===== src/design/usart_ctrl_pkg.sv =====
// Purpose: constants, field layouts and mode types for the serial port control block
// Assumes: APB register bus with 32-bit data; byte address is four times the register index
// Notes: shared by the control block and its testbench
//
// Behaviour
// - receiver runs only while receive enable set
// - transmitter runs only while transmit enable set
// - frame start detection follows its control bit
// - open-drain output drive when bit set
// - receiver speed field: normal, double, autobaud, LIN
// - multiprocessor addressing follows bit zero
// - communication mode: async, sync, infrared, host SPI
// - host SPI mode swaps frame register layout
// - frame register resets to 0x03
// - parity field: none, even, odd; one reserved
// - transmitter sends one or two stop bits
// - receiver ignores stop bit setting
// - shared character size five to nine bits
// - nine-bit byte order selects first byte
// - host SPI bit order MSB or LSB first
// - host SPI samples leading or trailing edge
`default_nettype none

package usart_ctrl_pkg;

    localparam int APB_DATA_W = 32;
    localparam int APB_ADDR_W = 8;
    localparam int REG_IDX_W = 6;
    localparam int IDX_LSB = 2;
    localparam int CHAR_W = 9;
    localparam int BYTE_W = 8;
    localparam int BITS_W = 4;

    // ======================================================================
    // register indices
    localparam logic [REG_IDX_W-1:0] IDX_RX_LOW = 6'h00;
    localparam logic [REG_IDX_W-1:0] IDX_RX_HIGH = 6'h01;
    localparam logic [REG_IDX_W-1:0] IDX_TX_LOW = 6'h02;
    localparam logic [REG_IDX_W-1:0] IDX_TX_HIGH = 6'h03;
    localparam logic [REG_IDX_W-1:0] IDX_STATUS = 6'h04;
    localparam logic [REG_IDX_W-1:0] IDX_RXTX_CTRL = 6'h06;
    localparam logic [REG_IDX_W-1:0] IDX_FRAME_CTRL = 6'h07;

    // ======================================================================
    // receive/transmit control fields
    localparam int BIT_RX_ON = 7;
    localparam int BIT_TX_ON = 6;
    localparam int BIT_FRAME_START = 4;
    localparam int BIT_OPEN_DRAIN = 3;
    localparam int FLD_RX_SPEED_LSB = 1;
    localparam int BIT_MULTIPROC = 0;

    // frame format fields, normal and host SPI layouts
    localparam int FLD_COMM_LSB = 6;
    localparam int FLD_PARITY_LSB = 4;
    localparam int BIT_STOP = 3;
    localparam int FLD_CHARACTER_SIZE_LSB = 0;
    localparam int BIT_SPI_ORDER = 2;
    localparam int BIT_SPI_PHASE = 1;

    // status fields
    localparam int BIT_ST_RX_AVAIL = 7;
    localparam int BIT_ST_TX_FREE = 5;
    localparam int BIT_ST_HIGH_STAGED = 0;

    // ======================================================================
    // reset values
    localparam logic [1:0] FIELD2_RESET = 2'h0;
    localparam logic [2:0] CHARACTER_SIZE_RESET = 3'h3;
    localparam logic [APB_DATA_W-1:0] RDATA_ZERO = 32'h0000_0000;

    // ======================================================================
    // mode types
    typedef enum logic [1:0] {COMM_ASYNC, COMM_SYNC, COMM_INFRARED, COMM_HOST_SPI} comm_mode_e;
    typedef enum logic [1:0] {RX_NORMAL, RX_DOUBLE, RX_GENERIC_AUTO, RX_LIN_AUTO} rx_speed_e;
    typedef enum logic [1:0] {PAR_NONE, PAR_RESERVED, PAR_EVEN, PAR_ODD} parity_e;

    // character size codes
    localparam logic [2:0] CHARACTER_SIZE_5 = 3'h0;
    localparam logic [2:0] CHARACTER_SIZE_6 = 3'h1;
    localparam logic [2:0] CHARACTER_SIZE_7 = 3'h2;
    localparam logic [2:0] CHARACTER_SIZE_8 = 3'h3;
    localparam logic [2:0] CHARACTER_SIZE_9_LOW = 3'h6;
    localparam logic [2:0] CHARACTER_SIZE_9_HIGH = 3'h7;

    // data bits per character; reserved codes fall back to eight
    function automatic logic [BITS_W-1:0] char_bits(input logic [2:0] code);
        logic [BITS_W-1:0] n;
        n = 4'h8;
        if (code == CHARACTER_SIZE_5) n = 4'h5;
        if (code == CHARACTER_SIZE_6) n = 4'h6;
        if (code == CHARACTER_SIZE_7) n = 4'h7;
        if (code == CHARACTER_SIZE_9_LOW || code == CHARACTER_SIZE_9_HIGH) n = 4'h9;
        return n;
    endfunction

endpackage

`default_nettype wire


===== src/design/two_entry_buffer.sv =====
// Purpose: two-word buffer with valid/ready on both sides
// Assumes: single clock, asynchronous active-low reset
// Notes: full and empty are exact; a stalled drain side fills it
`default_nettype none

module two_entry_buffer #(
    parameter int WIDTH = 9
) (
    input wire logic pclk,
    input wire logic presetn,
    input wire logic in_valid,
    output logic in_ready,
    input wire logic [WIDTH-1:0] in_data,
    output logic out_valid,
    input wire logic out_ready,
    output logic [WIDTH-1:0] out_data
);

    logic [WIDTH-1:0] slot [2];
    logic wr_ptr;
    logic rd_ptr;
    logic [1:0] count;

    wire push = in_valid & in_ready;
    wire pop = out_valid & out_ready;

    // ======================================================================
    // handshake flags from occupancy
    assign in_ready = (count != 2'd2);
    assign out_valid = (count != 2'd0);
    assign out_data = slot[rd_ptr];

    // pointer and count update
    always_ff @(posedge pclk or negedge presetn) begin
        if (!presetn) begin
            wr_ptr <= 1'b0;
            rd_ptr <= 1'b0;
            count <= 2'd0;
        end else begin
            if (push) wr_ptr <= ~wr_ptr;
            if (pop) rd_ptr <= ~rd_ptr;
            if (push && !pop) count <= count + 2'd1;
            if (pop && !push) count <= count - 2'd1;
        end
    end

    // storage, no reset needed
    always_ff @(posedge pclk) begin
        if (push) slot[wr_ptr] <= in_data;
    end

endmodule

`default_nettype wire


===== src/design/usart_mode_frame_control.sv =====
// Purpose: mode and frame control registers of a serial port, with data staging
// Assumes: APB slave, zero wait states; shifters sit outside and use the stream ports
// Notes: transmit words pass a two-entry buffer; receive holds one word
//
// The APB register port is this design's own decision.
`default_nettype none

module usart_mode_frame_control
    import usart_ctrl_pkg::*;
#(
    parameter int DATA_WIDTH = CHAR_W
) (
    input wire logic pclk,
    input wire logic presetn,

    // apb slave
    input wire logic [APB_ADDR_W-1:0] paddr,
    input wire logic psel,
    input wire logic penable,
    input wire logic pwrite,
    input wire logic [APB_DATA_W-1:0] pwdata,
    input wire logic [3:0] pstrb,
    output logic pready,
    output logic [APB_DATA_W-1:0] prdata,
    output logic pslverr,

    // decoded configuration
    output logic receiver_on,
    output logic transmitter_on,
    output logic frame_start_detect_on,
    output logic open_drain_select,
    output logic multiprocessor_addressing,
    output logic double_speed,
    output logic generic_autobaud,
    output logic lin_constrained_autobaud,
    output logic async_mode,
    output logic sync_mode,
    output logic infrared_mode,
    output logic host_spi_mode,
    output logic parity_enable,
    output logic parity_odd,
    output logic tx_two_stop_bits,
    output logic [BITS_W-1:0] data_bits,
    output logic nine_bit_low_first,
    output logic nine_bit_high_first,
    output logic spi_lsb_first,
    output logic spi_sample_trailing,

    // transmit stream to the shifter
    output logic tx_valid,
    input wire logic tx_ready,
    output logic [DATA_WIDTH-1:0] tx_data,

    // receive stream from the shifter
    input wire logic rx_valid,
    output logic rx_ready,
    input wire logic [DATA_WIDTH-1:0] rx_data,

    // serial output pin
    input wire logic shifter_txd,
    output logic txd_out,
    output logic txd_oe_n
);

    // ======================================================================
    // control register state
    logic rx_on_q;
    logic tx_on_q;
    logic frame_start_q;
    logic open_drain_q;
    logic multiproc_q;
    rx_speed_e rx_speed;
    comm_mode_e comm_mode;
    parity_e parity_select;
    logic stop_bit_count;
    logic [2:0] character_size;
    logic spi_bit_order;
    logic spi_clock_phase;

    // data staging state
    logic [BYTE_W-1:0] tx_low_staged;
    logic tx_high_staged;
    logic [DATA_WIDTH-1:0] rx_hold;
    logic rx_avail;

    // ======================================================================
    // apb decode
    wire [REG_IDX_W-1:0] reg_index = paddr[IDX_LSB +: REG_IDX_W];
    wire index_known = (reg_index == IDX_RX_LOW) || (reg_index == IDX_RX_HIGH) ||
                       (reg_index == IDX_TX_LOW) || (reg_index == IDX_TX_HIGH) ||
                       (reg_index == IDX_STATUS) || (reg_index == IDX_RXTX_CTRL) ||
                       (reg_index == IDX_FRAME_CTRL);

    // phases of the current transfer
    wire apb_setup = psel & ~penable;
    wire apb_access = psel & penable;
    wire wr_en = apb_access & pwrite & index_known & pstrb[0];
    wire rd_en = apb_access & ~pwrite & index_known;

    // zero wait states; unmapped address answers with an error
    assign pready = 1'b1;
    assign pslverr = apb_access & ~index_known;

    // per-register write strobes
    // a write without lane 0 changes nothing
    wire wr_rxtx_ctrl = wr_en & (reg_index == IDX_RXTX_CTRL);
    wire wr_frame_ctrl = wr_en & (reg_index == IDX_FRAME_CTRL);
    wire wr_tx_low = wr_en & (reg_index == IDX_TX_LOW);
    wire wr_tx_high = wr_en & (reg_index == IDX_TX_HIGH);

    // ======================================================================
    // mode decoding
    wire nine_low = (character_size == CHARACTER_SIZE_9_LOW);
    wire nine_high = (character_size == CHARACTER_SIZE_9_HIGH);
    wire spi_now = (comm_mode == COMM_HOST_SPI);
    // layout follows the mode being written
    wire [1:0] new_comm = pwdata[FLD_COMM_LSB +: 2];
    wire new_is_spi = (comm_mode_e'(new_comm) == COMM_HOST_SPI);

    // byte that completes a nine-bit word on each side
    wire [REG_IDX_W-1:0] tx_push_index = nine_low ? IDX_TX_HIGH : IDX_TX_LOW;
    wire [REG_IDX_W-1:0] rx_pop_index = nine_low ? IDX_RX_HIGH : IDX_RX_LOW;

    // keeps only the bits of the configured character size
    function automatic logic [DATA_WIDTH-1:0] char_mask(input logic [BITS_W-1:0] n);
        logic [DATA_WIDTH-1:0] m;
        m = '0;
        for (int i = 0; i < DATA_WIDTH; i++) begin
            if (i < int'(n)) m[i] = 1'b1;
        end
        return m;
    endfunction

    // frame register read view follows the current mode
    function automatic logic [BYTE_W-1:0] frame_view();
        logic [BYTE_W-1:0] v;
        v = '0;
        v[FLD_COMM_LSB +: 2] = comm_mode;
        if (comm_mode == COMM_HOST_SPI) begin
            v[BIT_SPI_ORDER] = spi_bit_order;
            v[BIT_SPI_PHASE] = spi_clock_phase;
        end else begin
            v[FLD_PARITY_LSB +: 2] = parity_select;
            v[BIT_STOP] = stop_bit_count;
            v[FLD_CHARACTER_SIZE_LSB +: 3] = character_size;
        end
        return v;
    endfunction

    // receive/transmit control read view
    function automatic logic [BYTE_W-1:0] rxtx_view();
        logic [BYTE_W-1:0] v;
        v = '0;
        v[BIT_RX_ON] = rx_on_q;
        v[BIT_TX_ON] = tx_on_q;
        v[BIT_FRAME_START] = frame_start_q;
        v[BIT_OPEN_DRAIN] = open_drain_q;
        v[FLD_RX_SPEED_LSB +: 2] = rx_speed;
        v[BIT_MULTIPROC] = multiproc_q;
        return v;
    endfunction

    // ======================================================================
    // receive/transmit control register
    always_ff @(posedge pclk or negedge presetn) begin
        if (!presetn) begin
            rx_on_q <= 1'b0;
            tx_on_q <= 1'b0;
            frame_start_q <= 1'b0;
            open_drain_q <= 1'b0;
            rx_speed <= rx_speed_e'(FIELD2_RESET);
            multiproc_q <= 1'b0;
        end else if (wr_rxtx_ctrl) begin
            rx_on_q <= pwdata[BIT_RX_ON];
            tx_on_q <= pwdata[BIT_TX_ON];
            frame_start_q <= pwdata[BIT_FRAME_START];
            open_drain_q <= pwdata[BIT_OPEN_DRAIN];
            rx_speed <= rx_speed_e'(pwdata[FLD_RX_SPEED_LSB +: 2]);
            multiproc_q <= pwdata[BIT_MULTIPROC];
        end
    end

    // ======================================================================
    // frame format register; the written mode picks the layout
    always_ff @(posedge pclk or negedge presetn) begin
        if (!presetn) begin
            comm_mode <= comm_mode_e'(FIELD2_RESET);
            parity_select <= parity_e'(FIELD2_RESET);
            stop_bit_count <= 1'b0;
            character_size <= CHARACTER_SIZE_RESET;
            spi_bit_order <= 1'b0;
            spi_clock_phase <= 1'b0;
        end else if (wr_frame_ctrl) begin
            comm_mode <= comm_mode_e'(new_comm);
            if (new_is_spi) begin
                spi_bit_order <= pwdata[BIT_SPI_ORDER];
                spi_clock_phase <= pwdata[BIT_SPI_PHASE];
            end else begin
                parity_select <= parity_e'(pwdata[FLD_PARITY_LSB +: 2]);
                stop_bit_count <= pwdata[BIT_STOP];
                character_size <= pwdata[FLD_CHARACTER_SIZE_LSB +: 3];
            end
        end
    end

    // ======================================================================
    // configuration outputs
    assign receiver_on = rx_on_q;
    assign transmitter_on = tx_on_q;
    assign frame_start_detect_on = frame_start_q;
    assign open_drain_select = open_drain_q;
    assign multiprocessor_addressing = multiproc_q;

    // speed decode; async and infrared rely on software keeping it normal
    assign double_speed = (rx_speed == RX_DOUBLE);
    assign generic_autobaud = (rx_speed == RX_GENERIC_AUTO);
    assign lin_constrained_autobaud = (rx_speed == RX_LIN_AUTO);

    // communication mode decode
    assign async_mode = (comm_mode == COMM_ASYNC);
    assign sync_mode = (comm_mode == COMM_SYNC);
    assign infrared_mode = (comm_mode == COMM_INFRARED);
    assign host_spi_mode = spi_now;

    // parity decode; the reserved code behaves as no parity
    assign parity_enable = ~spi_now &
                           ((parity_select == PAR_EVEN) || (parity_select == PAR_ODD));
    assign parity_odd = ~spi_now & (parity_select == PAR_ODD);

    // stop count goes to the transmitter only, the receiver never sees it
    assign tx_two_stop_bits = ~spi_now & stop_bit_count;

    // one character size for both directions
    assign data_bits = spi_now ? BITS_W'(BYTE_W) : char_bits(character_size);
    assign nine_bit_low_first = ~spi_now & nine_low;
    assign nine_bit_high_first = ~spi_now & nine_high;

    // host spi bit order and sampling edge; order must stay put mid-transfer
    assign spi_lsb_first = spi_now & spi_bit_order;
    assign spi_sample_trailing = spi_now & spi_clock_phase;

    // ======================================================================
    // transmit staging: the first byte waits, the completing byte pushes
    wire tx_push_write = (wr_tx_low && (tx_push_index == IDX_TX_LOW)) ||
                         (wr_tx_high && (tx_push_index == IDX_TX_HIGH));
    wire [DATA_WIDTH-1:0] tx_word_raw = nine_low ?
                         {pwdata[0], tx_low_staged} :
                         {tx_high_staged, pwdata[BYTE_W-1:0]};
    wire [DATA_WIDTH-1:0] tx_word = tx_word_raw & char_mask(data_bits);
    wire buf_in_ready;
    wire buf_out_valid;
    wire buf_out_ready = tx_ready & tx_on_q;

    // staged byte registers
    always_ff @(posedge pclk or negedge presetn) begin
        if (!presetn) begin
            tx_low_staged <= '0;
            tx_high_staged <= 1'b0;
        end else begin
            if (wr_tx_low) tx_low_staged <= pwdata[BYTE_W-1:0];
            if (wr_tx_high) tx_high_staged <= pwdata[0];
        end
    end

    // transmit words buffered two deep for a stalled shifter; a completing write while both are full is dropped
    two_entry_buffer #(
        .WIDTH(DATA_WIDTH)
    ) tx_buffer (
        .pclk(pclk),
        .presetn(presetn),
        .in_valid(tx_push_write),
        .in_ready(buf_in_ready),
        .in_data(tx_word),
        .out_valid(buf_out_valid),
        .out_ready(buf_out_ready),
        .out_data(tx_data)
    );

    // transmitter off holds words back
    assign tx_valid = buf_out_valid & tx_on_q;

    // ======================================================================
    // receive holding word; a new word wins over a pop in the same cycle
    wire rx_take = rx_valid & rx_ready;
    wire rx_pop = rd_en & (reg_index == rx_pop_index);
    assign rx_ready = rx_on_q & ~rx_avail;

    // receive capture and flag
    always_ff @(posedge pclk or negedge presetn) begin
        if (!presetn) begin
            rx_hold <= '0;
            rx_avail <= 1'b0;
        end else begin
            if (rx_take) rx_hold <= rx_data & char_mask(data_bits);
            if (!rx_on_q) rx_avail <= 1'b0;
            else if (rx_take) rx_avail <= 1'b1;
            else if (rx_pop) rx_avail <= 1'b0;
        end
    end

    // ======================================================================
    // read data mux, registered in the setup phase
    logic [BYTE_W-1:0] status_view;
    logic [BYTE_W-1:0] read_byte;

    always_comb begin
        status_view = '0;
        status_view[BIT_ST_RX_AVAIL] = rx_avail;
        status_view[BIT_ST_TX_FREE] = buf_in_ready;
        status_view[BIT_ST_HIGH_STAGED] = tx_high_staged;

        read_byte = '0;
        if (reg_index == IDX_RX_LOW) read_byte = rx_hold[BYTE_W-1:0];
        if (reg_index == IDX_RX_HIGH) read_byte = {7'h00, rx_hold[BYTE_W]};
        if (reg_index == IDX_STATUS) read_byte = status_view;
        if (reg_index == IDX_RXTX_CTRL) read_byte = rxtx_view();
        if (reg_index == IDX_FRAME_CTRL) read_byte = frame_view();
    end

    // prdata flop
    // loaded in setup, so it stands through access
    always_ff @(posedge pclk or negedge presetn) begin
        if (!presetn) prdata <= RDATA_ZERO;
        else if (apb_setup && !pwrite) prdata <= {24'h00_0000, read_byte};
    end

    // ======================================================================
    // serial pin drive: open drain only pulls low, released when off
    wire next_txd_out = open_drain_q ? 1'b0 : shifter_txd;
    wire next_txd_oe_n = ~tx_on_q | (open_drain_q & shifter_txd);

    // pin flops
    // reset leaves the pin released
    always_ff @(posedge pclk or negedge presetn) begin
        if (!presetn) begin
            txd_out <= 1'b1;
            txd_oe_n <= 1'b1;
        end else begin
            txd_out <= next_txd_out;
            txd_oe_n <= next_txd_oe_n;
        end
    end

endmodule

`default_nettype wire


===== config.mk =====
export PLATFORM = sky130hd
export DESIGN_NAME = usart_mode_frame_control
export DESIGN_NICKNAME = d
export VERILOG_FILES = /design/src/design/usart_ctrl_pkg.sv /design/src/design/two_entry_buffer.sv /design/src/design/usart_mode_frame_control.sv
export SDC_FILE = /design/constraint.sdc
export NUM_CORES = 1
export LEC_CHECK = 0
export BUFFER_PORTS_ARGS = -buffer_cell sky130_fd_sc_hd__buf_4
export CORE_ASPECT_RATIO = 0.6
export CORE_MARGIN = 2
export CORE_UTILIZATION = 45
export CTS_BUF_LIST = sky130_fd_sc_hd__clkbuf_8
export DETAILED_ROUTE_END_ITERATION = 6
export HOLD_SLACK_MARGIN = 0.1
export PLACE_DENSITY = 0.86
export SLEW_MARGIN = 20
export SYNTH_ARGS = -nofsm -noshare
export SYNTH_HDL_FRONTEND = slang
export SYNTH_SLANG_ARGS = --single-unit

===== constraint.sdc =====
create_clock -name pclk -period 2.5 [get_ports pclk]
set_clock_uncertainty 0.15 [all_clocks]
set_input_delay 0.625 -clock pclk [delete_from_list [all_inputs] [get_ports pclk]]
set_output_delay 0.625 -clock pclk [all_outputs]
set_load 0.005 [all_outputs]

== After elaboration in Yosys (flattened, before gate mapping) ==
Memories as Yosys holds them, arrays and structs flattened.
Index checks and enable logic that the tools add are counted.
Word-level totals
  bits in registers: 50
  bits in writable memories: 18
  input bits: 61
  output and inout port bits: 70
  logic and storage cells: 163
  memories kept: 1
Cells by class
  add/sub/neg operators: 2
  $lt $le $gt $ge: 9
  eq/ne operators: 24
  multiplexer cells: 42
  bitwise gates (word level): 39
  reduce and logical (&&, ||, !) cells: 24
Memories
  tx_buffer.slot: words 2, width 9, read ports 1, clocked after Yosys merged registers in 0, wr ports 1, RTL line two_entry_buffer.sv:19  | logic [WIDTH-1:0] slot [2];
Operators with widths (number)
  2-to-1 mux 8 bit: 5
  bitwise AND 1 bit: 27
  2-to-1 mux 1 bit: 27
  2-to-1 mux 4 bit: 5
  bitwise AND 9 bit: 2
  == test 2 bit (second input constant): 9
  == test 6 x 3 -> 1 bit (second input constant): 3
  less-than comparator 3 x 4 -> 1 bit (first input constant): 4
  == test 6 x 2 -> 1 bit (second input constant): 2
  logical OR 1 bit: 9
  2-to-1 mux 9 bit: 1
  NOT 1 bit: 9
  less-than comparator 1 x 4 -> 1 bit (first input constant): 2
  less-than comparator 2 x 4 -> 1 bit (first input constant): 2
  == test 3 bit (second input constant): 2
  == test 6 x 1 -> 1 bit: 1
  == test 6 x 1 -> 1 bit (second input constant): 1
  zero test 6 bit: 1
  2-to-1 mux 2 bit: 3
  logical AND 1 bit: 5
  == test 2 x 1 -> 1 bit (second input constant): 2
  less-than comparator 4 bit (first input constant): 1
  AND reduction 2 bit: 2
  nonzero test 2 bit: 2
  other kinds (11): 13

== Logic depth before layout (Yosys ltp) ==
Gate-level depths: netlist of run 1.
  depth in word-level cells: 16
  depth in mapped cells: 10
  depth with buffers taken out: 7

== Modules after synthesis ==
A second synthesis of run 1 with hierarchy kept.
Second synthesis, totals
  cells, all modules: 296
  area, all modules: 3425.8 um^2
Modules (own cells, without submodules)
  usart_mode_frame_control: instances 1, cells each 251, area each 2583.7 um^2, sequential area each 1156.1 um^2
  two_entry_buffer: instances 1, cells each 45, area each 842.1 um^2, sequential area each 640.6 um^2

== Least setup slack after synthesis of run 1 ==
No wires, ideal clock.
  kind: input-to-reg
  from: in paddr[7]
  to: mem tx_buffer.slot[1][0], enable pin
  library setup time: 374 ps
  arrival time: 2570 ps
  data required time: 1976 ps
  path slack: -594 ps
  stages on the path: 6
  buffers on the path: 2
  cells stage by stage: or3_4 or3_1 buf_6 or4_1 buf_2 nor2_1
Between the ends
  longest elaborated chain between the ends: 15
  elaborated cells between the ends (all ways): 23
  those cells by class: 6 x eq/ne; 2 x mux; 5 x bitwise; 10 x reduce/logical
Ends and longest elaborated chain
  from (decl): RTL line usart_mode_frame_control.sv:17  | input wire logic [APB_ADDR_W-1:0] paddr,
  == test 6 x 1 -> 1 bit / zero test 6 bit (equally long branches): RTL line usart_mode_frame_control.sv:89  | wire index_known = (reg_index == IDX_RX_LOW) || (reg_index == IDX_RX_HIGH) ||
  logical OR 1 bit (2 in series): RTL line usart_mode_frame_control.sv:89
  logical OR 1 bit (2 in series): RTL line usart_mode_frame_control.sv:90  | (reg_index == IDX_TX_LOW) || (reg_index == IDX_TX_HIGH) ||
  logical OR 1 bit (2 in series): RTL line usart_mode_frame_control.sv:91  | (reg_index == IDX_STATUS) || (reg_index == IDX_RXTX_CTRL) ||
  bitwise AND 1 bit (2 in series): RTL line usart_mode_frame_control.sv:97  | wire wr_en = apb_access & pwrite & index_known & pstrb[0];
  bitwise AND 1 bit (on tied branches): RTL line usart_mode_frame_control.sv:108, usart_mode_frame_control.sv:109
  logical AND 1 bit (on tied branches): RTL line usart_mode_frame_control.sv:244, usart_mode_frame_control.sv:245
  logical OR 1 bit *: RTL line usart_mode_frame_control.sv:244  | wire tx_push_write = (wr_tx_low && (tx_push_index == IDX_TX_LOW)) ||
  bitwise AND 1 bit *: RTL line two_entry_buffer.sv:24  | wire push = in_valid & in_ready;
  2-to-1 mux 1 bit *: RTL line two_entry_buffer.sv:49  | if (push) slot[wr_ptr] <= in_data;
  2-to-1 mux 1 bit (not written as such) *: RTL line two_entry_buffer.sv:49
  to (decl): RTL line two_entry_buffer.sv:19
Every way passes the cells marked *; elsewhere a longest branch is shown, timed or not.

== Final worst setup path of run 1 ==
  from: in paddr[5]
  to: reg tx_buffer.count[1]
Between the ends
  longest elaborated chain between the ends: 16
  elaborated cells between the ends (all ways): 26
  those cells by class: 6 x eq/ne; 1 x mux; 5 x bitwise; 14 x reduce/logical
Ends and longest elaborated chain
  == test 6 x 1 -> 1 bit / zero test 6 bit (equally long branches): RTL line usart_mode_frame_control.sv:89
  logical OR 1 bit (2 in series): RTL line usart_mode_frame_control.sv:89
  logical OR 1 bit (2 in series): RTL line usart_mode_frame_control.sv:90
  logical OR 1 bit (2 in series): RTL line usart_mode_frame_control.sv:91
  bitwise AND 1 bit (2 in series): RTL line usart_mode_frame_control.sv:97
  bitwise AND 1 bit (on tied branches): RTL line usart_mode_frame_control.sv:108, usart_mode_frame_control.sv:109
  logical AND 1 bit (on tied branches): RTL line usart_mode_frame_control.sv:244, usart_mode_frame_control.sv:245
  logical OR 1 bit *: RTL line usart_mode_frame_control.sv:244
  bitwise AND 1 bit *: RTL line two_entry_buffer.sv:24
  zero test 1 bit: RTL line two_entry_buffer.sv:43  | if (pop && !push) count <= count - 2'd1;
  logical AND 1 bit: RTL line two_entry_buffer.sv:43
  2-to-1 mux 2 bit / nonzero test 2 bit (equally long branches)
  to (signal assigned): RTL line two_entry_buffer.sv:42  | if (push && !pop) count <= count + 2'd1;
  to (signal assigned): RTL line two_entry_buffer.sv:43
  to (decl): RTL line two_entry_buffer.sv:22  | logic [1:0] count;
Marks and branches as above.
A chain may end at the register's enable or synchronous reset.

==> flow_metrics.tcl, run 1 <==
set metrics [dict create \
    status "finished clean" \
    design_area_um2 4369 \
    io_buffer_count 76 \
    synth_warnings 0 \
    syn_area_um2 3388 \
    ir_drop_uv 234.3 \
    cp_slowest_cell "or4_4" \
    postSynth.asyncResetShare_pct 73.53 \
    io_pins 131 \
    clk_latency_ns 0.35 \
    tightest_slew_ns 0.6437 \
    rsz0062_at_grt "yes" \
    p_per_area_nw_per_um2 568.8 \
    initial_core_util_pct 46.63 \
    path_max_fanout 4 \
    drtIter0Drc 106 \
    grt_pass1_vias 2427 \
    numCtsBuffers 9 \
    track_usage_pct 20.52 \
    path_common_cell "or3_4" \
    fin_cells 499 \
    crit_chain "buf_4, or3_4, or3_4, or4_4, ha_4, xnor2_1, nor2_1, xor2_1" \
    synth_cell_types 42 \
    nFillCells 607 \
    synth_top_cell_area_share_pct 33.97 \
    clkSinkCount 68 \
    drc 0 \
    setup_violations 0 \
    worstSetupPathType "in -> reg" \
    place_inst 483 \
    drive_gt1_share_pct 44.81 \
    drtAntennaViolNets 0 \
    cts_hold_buf 0 \
    ys_top_cells_by_area "dfrtp_1 34%, edfxtp_1 16%, mux2_2 15%, buf_4 5.5%, dfstp_2 3.1%" \
    area.sequential_um2 1799 \
    antenna_found_initial 0 \
    slew_violations 0 \
    syn2layout_area_growth_pct 28.95 \
    h-tree-depth 3 \
    cp.arrival_ns 2.53 \
    final_cell_mix "93 x buf_4, 45 x mux2_2, 44 x dfrtp_1, 25 x conb_1" \
    die_y_um 71.22 \
    vias 2546 \
    clockBufferDepth 2 \
    multi_input_area_um2 1441 \
    ys_seq_area_share_pct 53.03 \
    wire_per_inst_um 16.27 \
    yosys.area.top_type "dfrtp_1" \
    grt_pass1_wl_um 12700 \
    die_x_um 116.0 \
    synthCells 300 \
    synth_enable_flop_cells 18 \
    max_stage_delay_ns 0.50 \
    routed_wl_um 8120 \
    min_period_over_period_pct 97.90 \
    grt_max_degree 51 \
    final_nets 452 \
    max_cap_violations 0 \
    cts-root-buf "clkbuf_8" \
    rows 24 \
    vias_per_cell 5.102 \
    place_congestion 0.9187 \
    final_common_cell "buf_4" \
    hp-class "in -> async" \
    post-cts-setup-buffer-count 0 \
    core-area_um2 7267 \
    ys_ff_latch 68 \
    max_freq_mhz 408.6 \
    avgSynthCellArea_um2 11.29 \
    first_pass_iters 4 \
    path_delay_family "simple AND/OR/NAND/NOR gates" \
    crit_required_ns 2.58 \
    clk_pin_slew_worst_paths_ns 0.08 \
    dieArea_um2 8262 \
    end_kind "register" \
    cp_num_buf_inv 1 \
    relSlewSlack_pct 57.09 \
    period_minus_slack_ns 2.447 \
    critPathLaunchType "primary input" \
    hold_viol 0 \
    place_hpwl_um 6117 \
    p_leak_nw 2.075 \
    grt.overflow.total 0 \
    cts_tree "done" \
    finalPower_mw 2.485 \
    synth-main-ff-cell "dfrtp_1" \
    diodes 0 \
    postPlaceCellArea_um2 4108 \
]
==> final cells by class <==
type / instances / area share [%]
clock buffer: 9 / 2.835
clock inverter: 7 / 2.635
inverter: 10 / 0.9450
multi-input combinational: 207 / 32.99
sequential: 68 / 41.18
tap: 104 / 2.978
timing repair buffer: 94 / 16.44
==> routing by layer <==
metal	global-route usage (%)	wire (um)
met1	30.11	3751
met2	28.33	3445
met3	8.545	842
met4	5.159	80
met5	0	0
==> metrics by stage <==
stage	TNS, ns	util [%]	hold WS [ns]	setup WS (ns)
after global routing	-0.01967	60.12	0.1719	-0.01967
after global placement	-7.280	56.53	0.3198	-0.3374
after CTS	0	59.81	0.1613	0.03283
after floorplan	-5.016	-	0.1794	-0.3609
final	0	60.12	0.1439	0.05251
after detailed placement	-8.758	56.53	0.3254	-0.4032
==> registers in the layout, indices dropped and copies added (netlist names), 2 cells and up <==
signal / count
tx_buffer.slot: 18
rx_hold: 9
prdata: 8
tx_low_staged: 8
character_size: 3
comm_mode: 2
parity_select: 2
rx_speed: 2
tx_buffer.count: 2
==> cells in the mapped netlist (2+ instances only) <==
library cell,count
xor2_1,2
dfrtp_1,46
or3_1,2
edfxtp_1,18
nor2_1,24
conb_1,2
xnor2_1,3
clkbuf_1,9
a21oi_1,16
o31ai_1,4
dfstp_2,4
o21ai_0,13
or2_2,2
nand2_1,23
nand3_1,4
a22o_1,6
nand2b_1,2
mux2i_1,3
nor3_1,6
mux2_2,45
buf_4,25
or4_1,2
buf_2,2
nor2b_1,8
inv_1,10
and2_1,3
==> path summary, 6_finish.rpt <==
kind / from / to / slack [ns] / cells past startpoint
hold reg to reg: prdata[3]$_DFFE_PN0P_ / prdata[3]$_DFFE_PN0P_ / 0.35 / 2
setup / recovery: paddr[5] / tx_buffer.count[1]$_DFFE_PN0P_ / 0.05 / 8
min in group pclk: shifter_txd / txd_oe_n$_DFF_PN1_ / 0.34 / 3
max in group asynchronous: presetn / comm_mode[0]$_DFFE_PN0P_ / 1.61 / 1
hold / removal: presetn / prdata[7]$_DFFE_PN0P_ / 0.14 / 1
setup reg to reg: character_size[0]$_DFFE_PN1P_ / tx_buffer.count[1]$_DFFE_PN0P_ / 0.14 / 7
==> what timing repair did <==
item / 4_1_cts / 5_1_grt
endpoints found under the hold margin: 0 / 0
gates resized for setup: 0 / 7
pin swaps: 1 / 0
setup endpoints to repair: 1 / 6
==> report_power, final <==
part,total (mW),leakage [nW],switching (mW),internal (mW)
sequential,1.19,0.839,0.0227,1.17
combinational,0.207,1.12,0.104,0.102
clock,1.09,0.117,0.427,0.659
==> kinds of logic (layout without fill, tap and decap cells) <==
logic type	Yosys count	after routing	synth area share (%)
simple gates	84	84	12.63
flops	68	68	53.03
mux	48	48	15.84
buf+inv	48	120	8.382
compound gates	43	43	7.755
xor+xnor	6	6	1.773
other cells	2	25	0.2216
fa+ha+maj	1	1	0.3692
No activity file was read; power rests on OpenSTA's default activity.
==> inputs of run 2 (changes only) <==
- CORE_MARGIN: 2 -> not set
- SETUP_SLACK_MARGIN: not set -> 0.1
==> flow_metrics.tcl, run 2 (same netlist as run 1, synthesis figures left out) <==
set metrics [dict create \
    status "finished clean" \
    clkSinkCount 68 \
    max_freq_mhz 413.1 \
    place_hpwl_um 6025 \
    tightest_slew_ns 0.6419 \
    ir_drop_uv 431.3 \
    clk_latency_ns 0.35 \
    place_congestion 0.8558 \
    final_nets 454 \
    grt_pass1_vias 2467 \
    wire_per_inst_um 16.32 \
    syn2layout_area_growth_pct 27.95 \
    cts-root-buf "clkbuf_8" \
    track_usage_pct 21.86 \
    ff2ff_setup_slack_ns 0.15 \
    p_leak_nw 2.059 \
    largest_register_ffs 18 \
    p_per_area_nw_per_um2 491.4 \
    drive_gt1_share_pct 44.84 \
    design_area_um2 4335 \
    tns_ns 0 \
    fin_cells 501 \
    die_x_um 114.0 \
    nFillCells 598 \
    final_common_cell "buf_4" \
    clockBufferDepth 2 \
    worstSetupPathType "in -> reg" \
    clk_pin_slew_worst_paths_ns 0.07 \
    vias_per_cell 5.038 \
    final_cell_mix "93 x buf_4, 45 x mux2_2, 44 x dfrtp_1, 25 x conb_1" \
    max_flop_register "tx_buffer.slot" \
    grt_max_degree 51 \
    end_kind "register" \
    first_pass_iters 4 \
    period_minus_slack_ns 2.421 \
    crit_chain "buf_4, or3_4, or3_4, or4_4, ha_4, xnor2_2, nor2_1, xor2_1" \
    rows 24 \
    grt.overflow.total 0 \
    drtAntennaViolNets 0 \
    rsz0062_at_grt "yes" \
    h-tree-depth 3 \
    hold_viol 0 \
    routed_wl_um 8175 \
    grt_pass1_wl_um 12690 \
    io_buffer_count 76 \
    min_period_over_period_pct 96.82 \
    crit_required_ns 2.62 \
    worst_hold_slack_ns 0.1489 \
    hp-class "in -> async" \
    postPlaceCellArea_um2 4108 \
    core-area_um2 7267 \
    post-route-util_pct 59.66 \
    relSlewSlack_pct 57.21 \
    path_common_cell "or3_4" \
    slew_violations 0 \
    critPathLaunchType "primary input" \
    cts_tree "done" \
    io_pins 131 \
    numCtsBuffers 9 \
    max_cap_violations 0 \
    setup_violations 0 \
    max_stage_delay_ns 0.49 \
    vias 2524 \
    reg2regPathDepth 7 \
    cp_slowest_cell "or4_4" \
    drtIter0Drc 161 \
    dieArea_um2 7892 \
    place_inst 483 \
    die_y_um 69.22 \
    diodes 0 \
    drc 0 \
    path_max_fanout 4 \
    cp.arrival_ns 2.54 \
    top_regs "tx_buffer.slot x18, rx_hold x9" \
    initial_core_util_pct 46.63 \
    antenna_found_initial 0 \
]
-- run 2: cell types whose count changed in the layout (fill, tap and decap cells not counted), sizes merged --
cell	previous run	this run
clkinvlp	2	1
buf	94	96
bufinv	3	0
inv	9	12
clkinv	3	4
-- run 2: critical path, delay by kind of cell --
family	cells	cell delay, ns
buffers and inverters	1	0.10
adder cells (fa/ha/maj)	1	0.20
AND/OR/NAND/NOR	4	1.33
XOR/XNOR	2	0.28
-- run 2: through the flow --
step	worst slack (ns)	power (mW)
after floorplan	-0.3603	1.332
after global placement	-0.3314	1.411
after detailed placement	-0.3799	1.420
after CTS	0.06481	2.154
after global routing	0.02783	2.230
final	0.07944	2.130
-- run 2: area by class of cell --
cell class | count | area (um^2) | share of cell area [%]
clock buffer | 9 | 123.9 | 2.857
sequential | 68 | 1799 | 41.50
multi-input combinational | 207 | 1473 | 33.97
clock inverter | 7 | 27.53 | 0.6349
timing repair buffer | 96 | 740.7 | 17.09
tap | 104 | 130.1 | 3.001
inverter | 10 | 41.29 | 0.9524
-- run 2: power breakdown --
group	switching (mW)	leakage (nW)	internal [mW]	total, mW
clock	0.388	0.0893	0.337	0.725
sequential	0.0230	0.839	1.17	1.19
combinational	0.106	1.13	0.105	0.211
total	0.517	2.06	1.61	2.13
-- run 2: final timing paths --
check / endpoint / start
worst max-delay path: tx_buffer.count[1]$_DFFE_PN0P_ / paddr[6]
worst min-delay path: tx_buffer.count[1]$_DFFE_PN0P_ / presetn
worst max register to register: tx_buffer.count[1]$_DFFE_PN0P_ / character_size[0]$_DFFE_PN1P_
worst min register to register: prdata[4]$_DFFE_PN0P_ / prdata[4]$_DFFE_PN0P_
max in group asynchronous: comm_mode[0]$_DFFE_PN0P_ / presetn
min in group pclk: prdata[4]$_DFFE_PN0P_ / prdata[4]$_DFFE_PN0P_
-- run 2: repair_timing --
action	CTS	global route
resized for setup	2	12
buffers inserted	0	2
endpoints found under the setup margin	21	28
hold buffers	0	0
pin swaps	1	0
-- run 2: metal layers --
layer  vias up  track usage [%]  share of wire [%]
li1       1176                -                  -
met1      1212            31.25                 45
met2       125            30.57                 44
met3        11            9.091                 10
met4         0            5.628               0.97
met5         -                0                  0
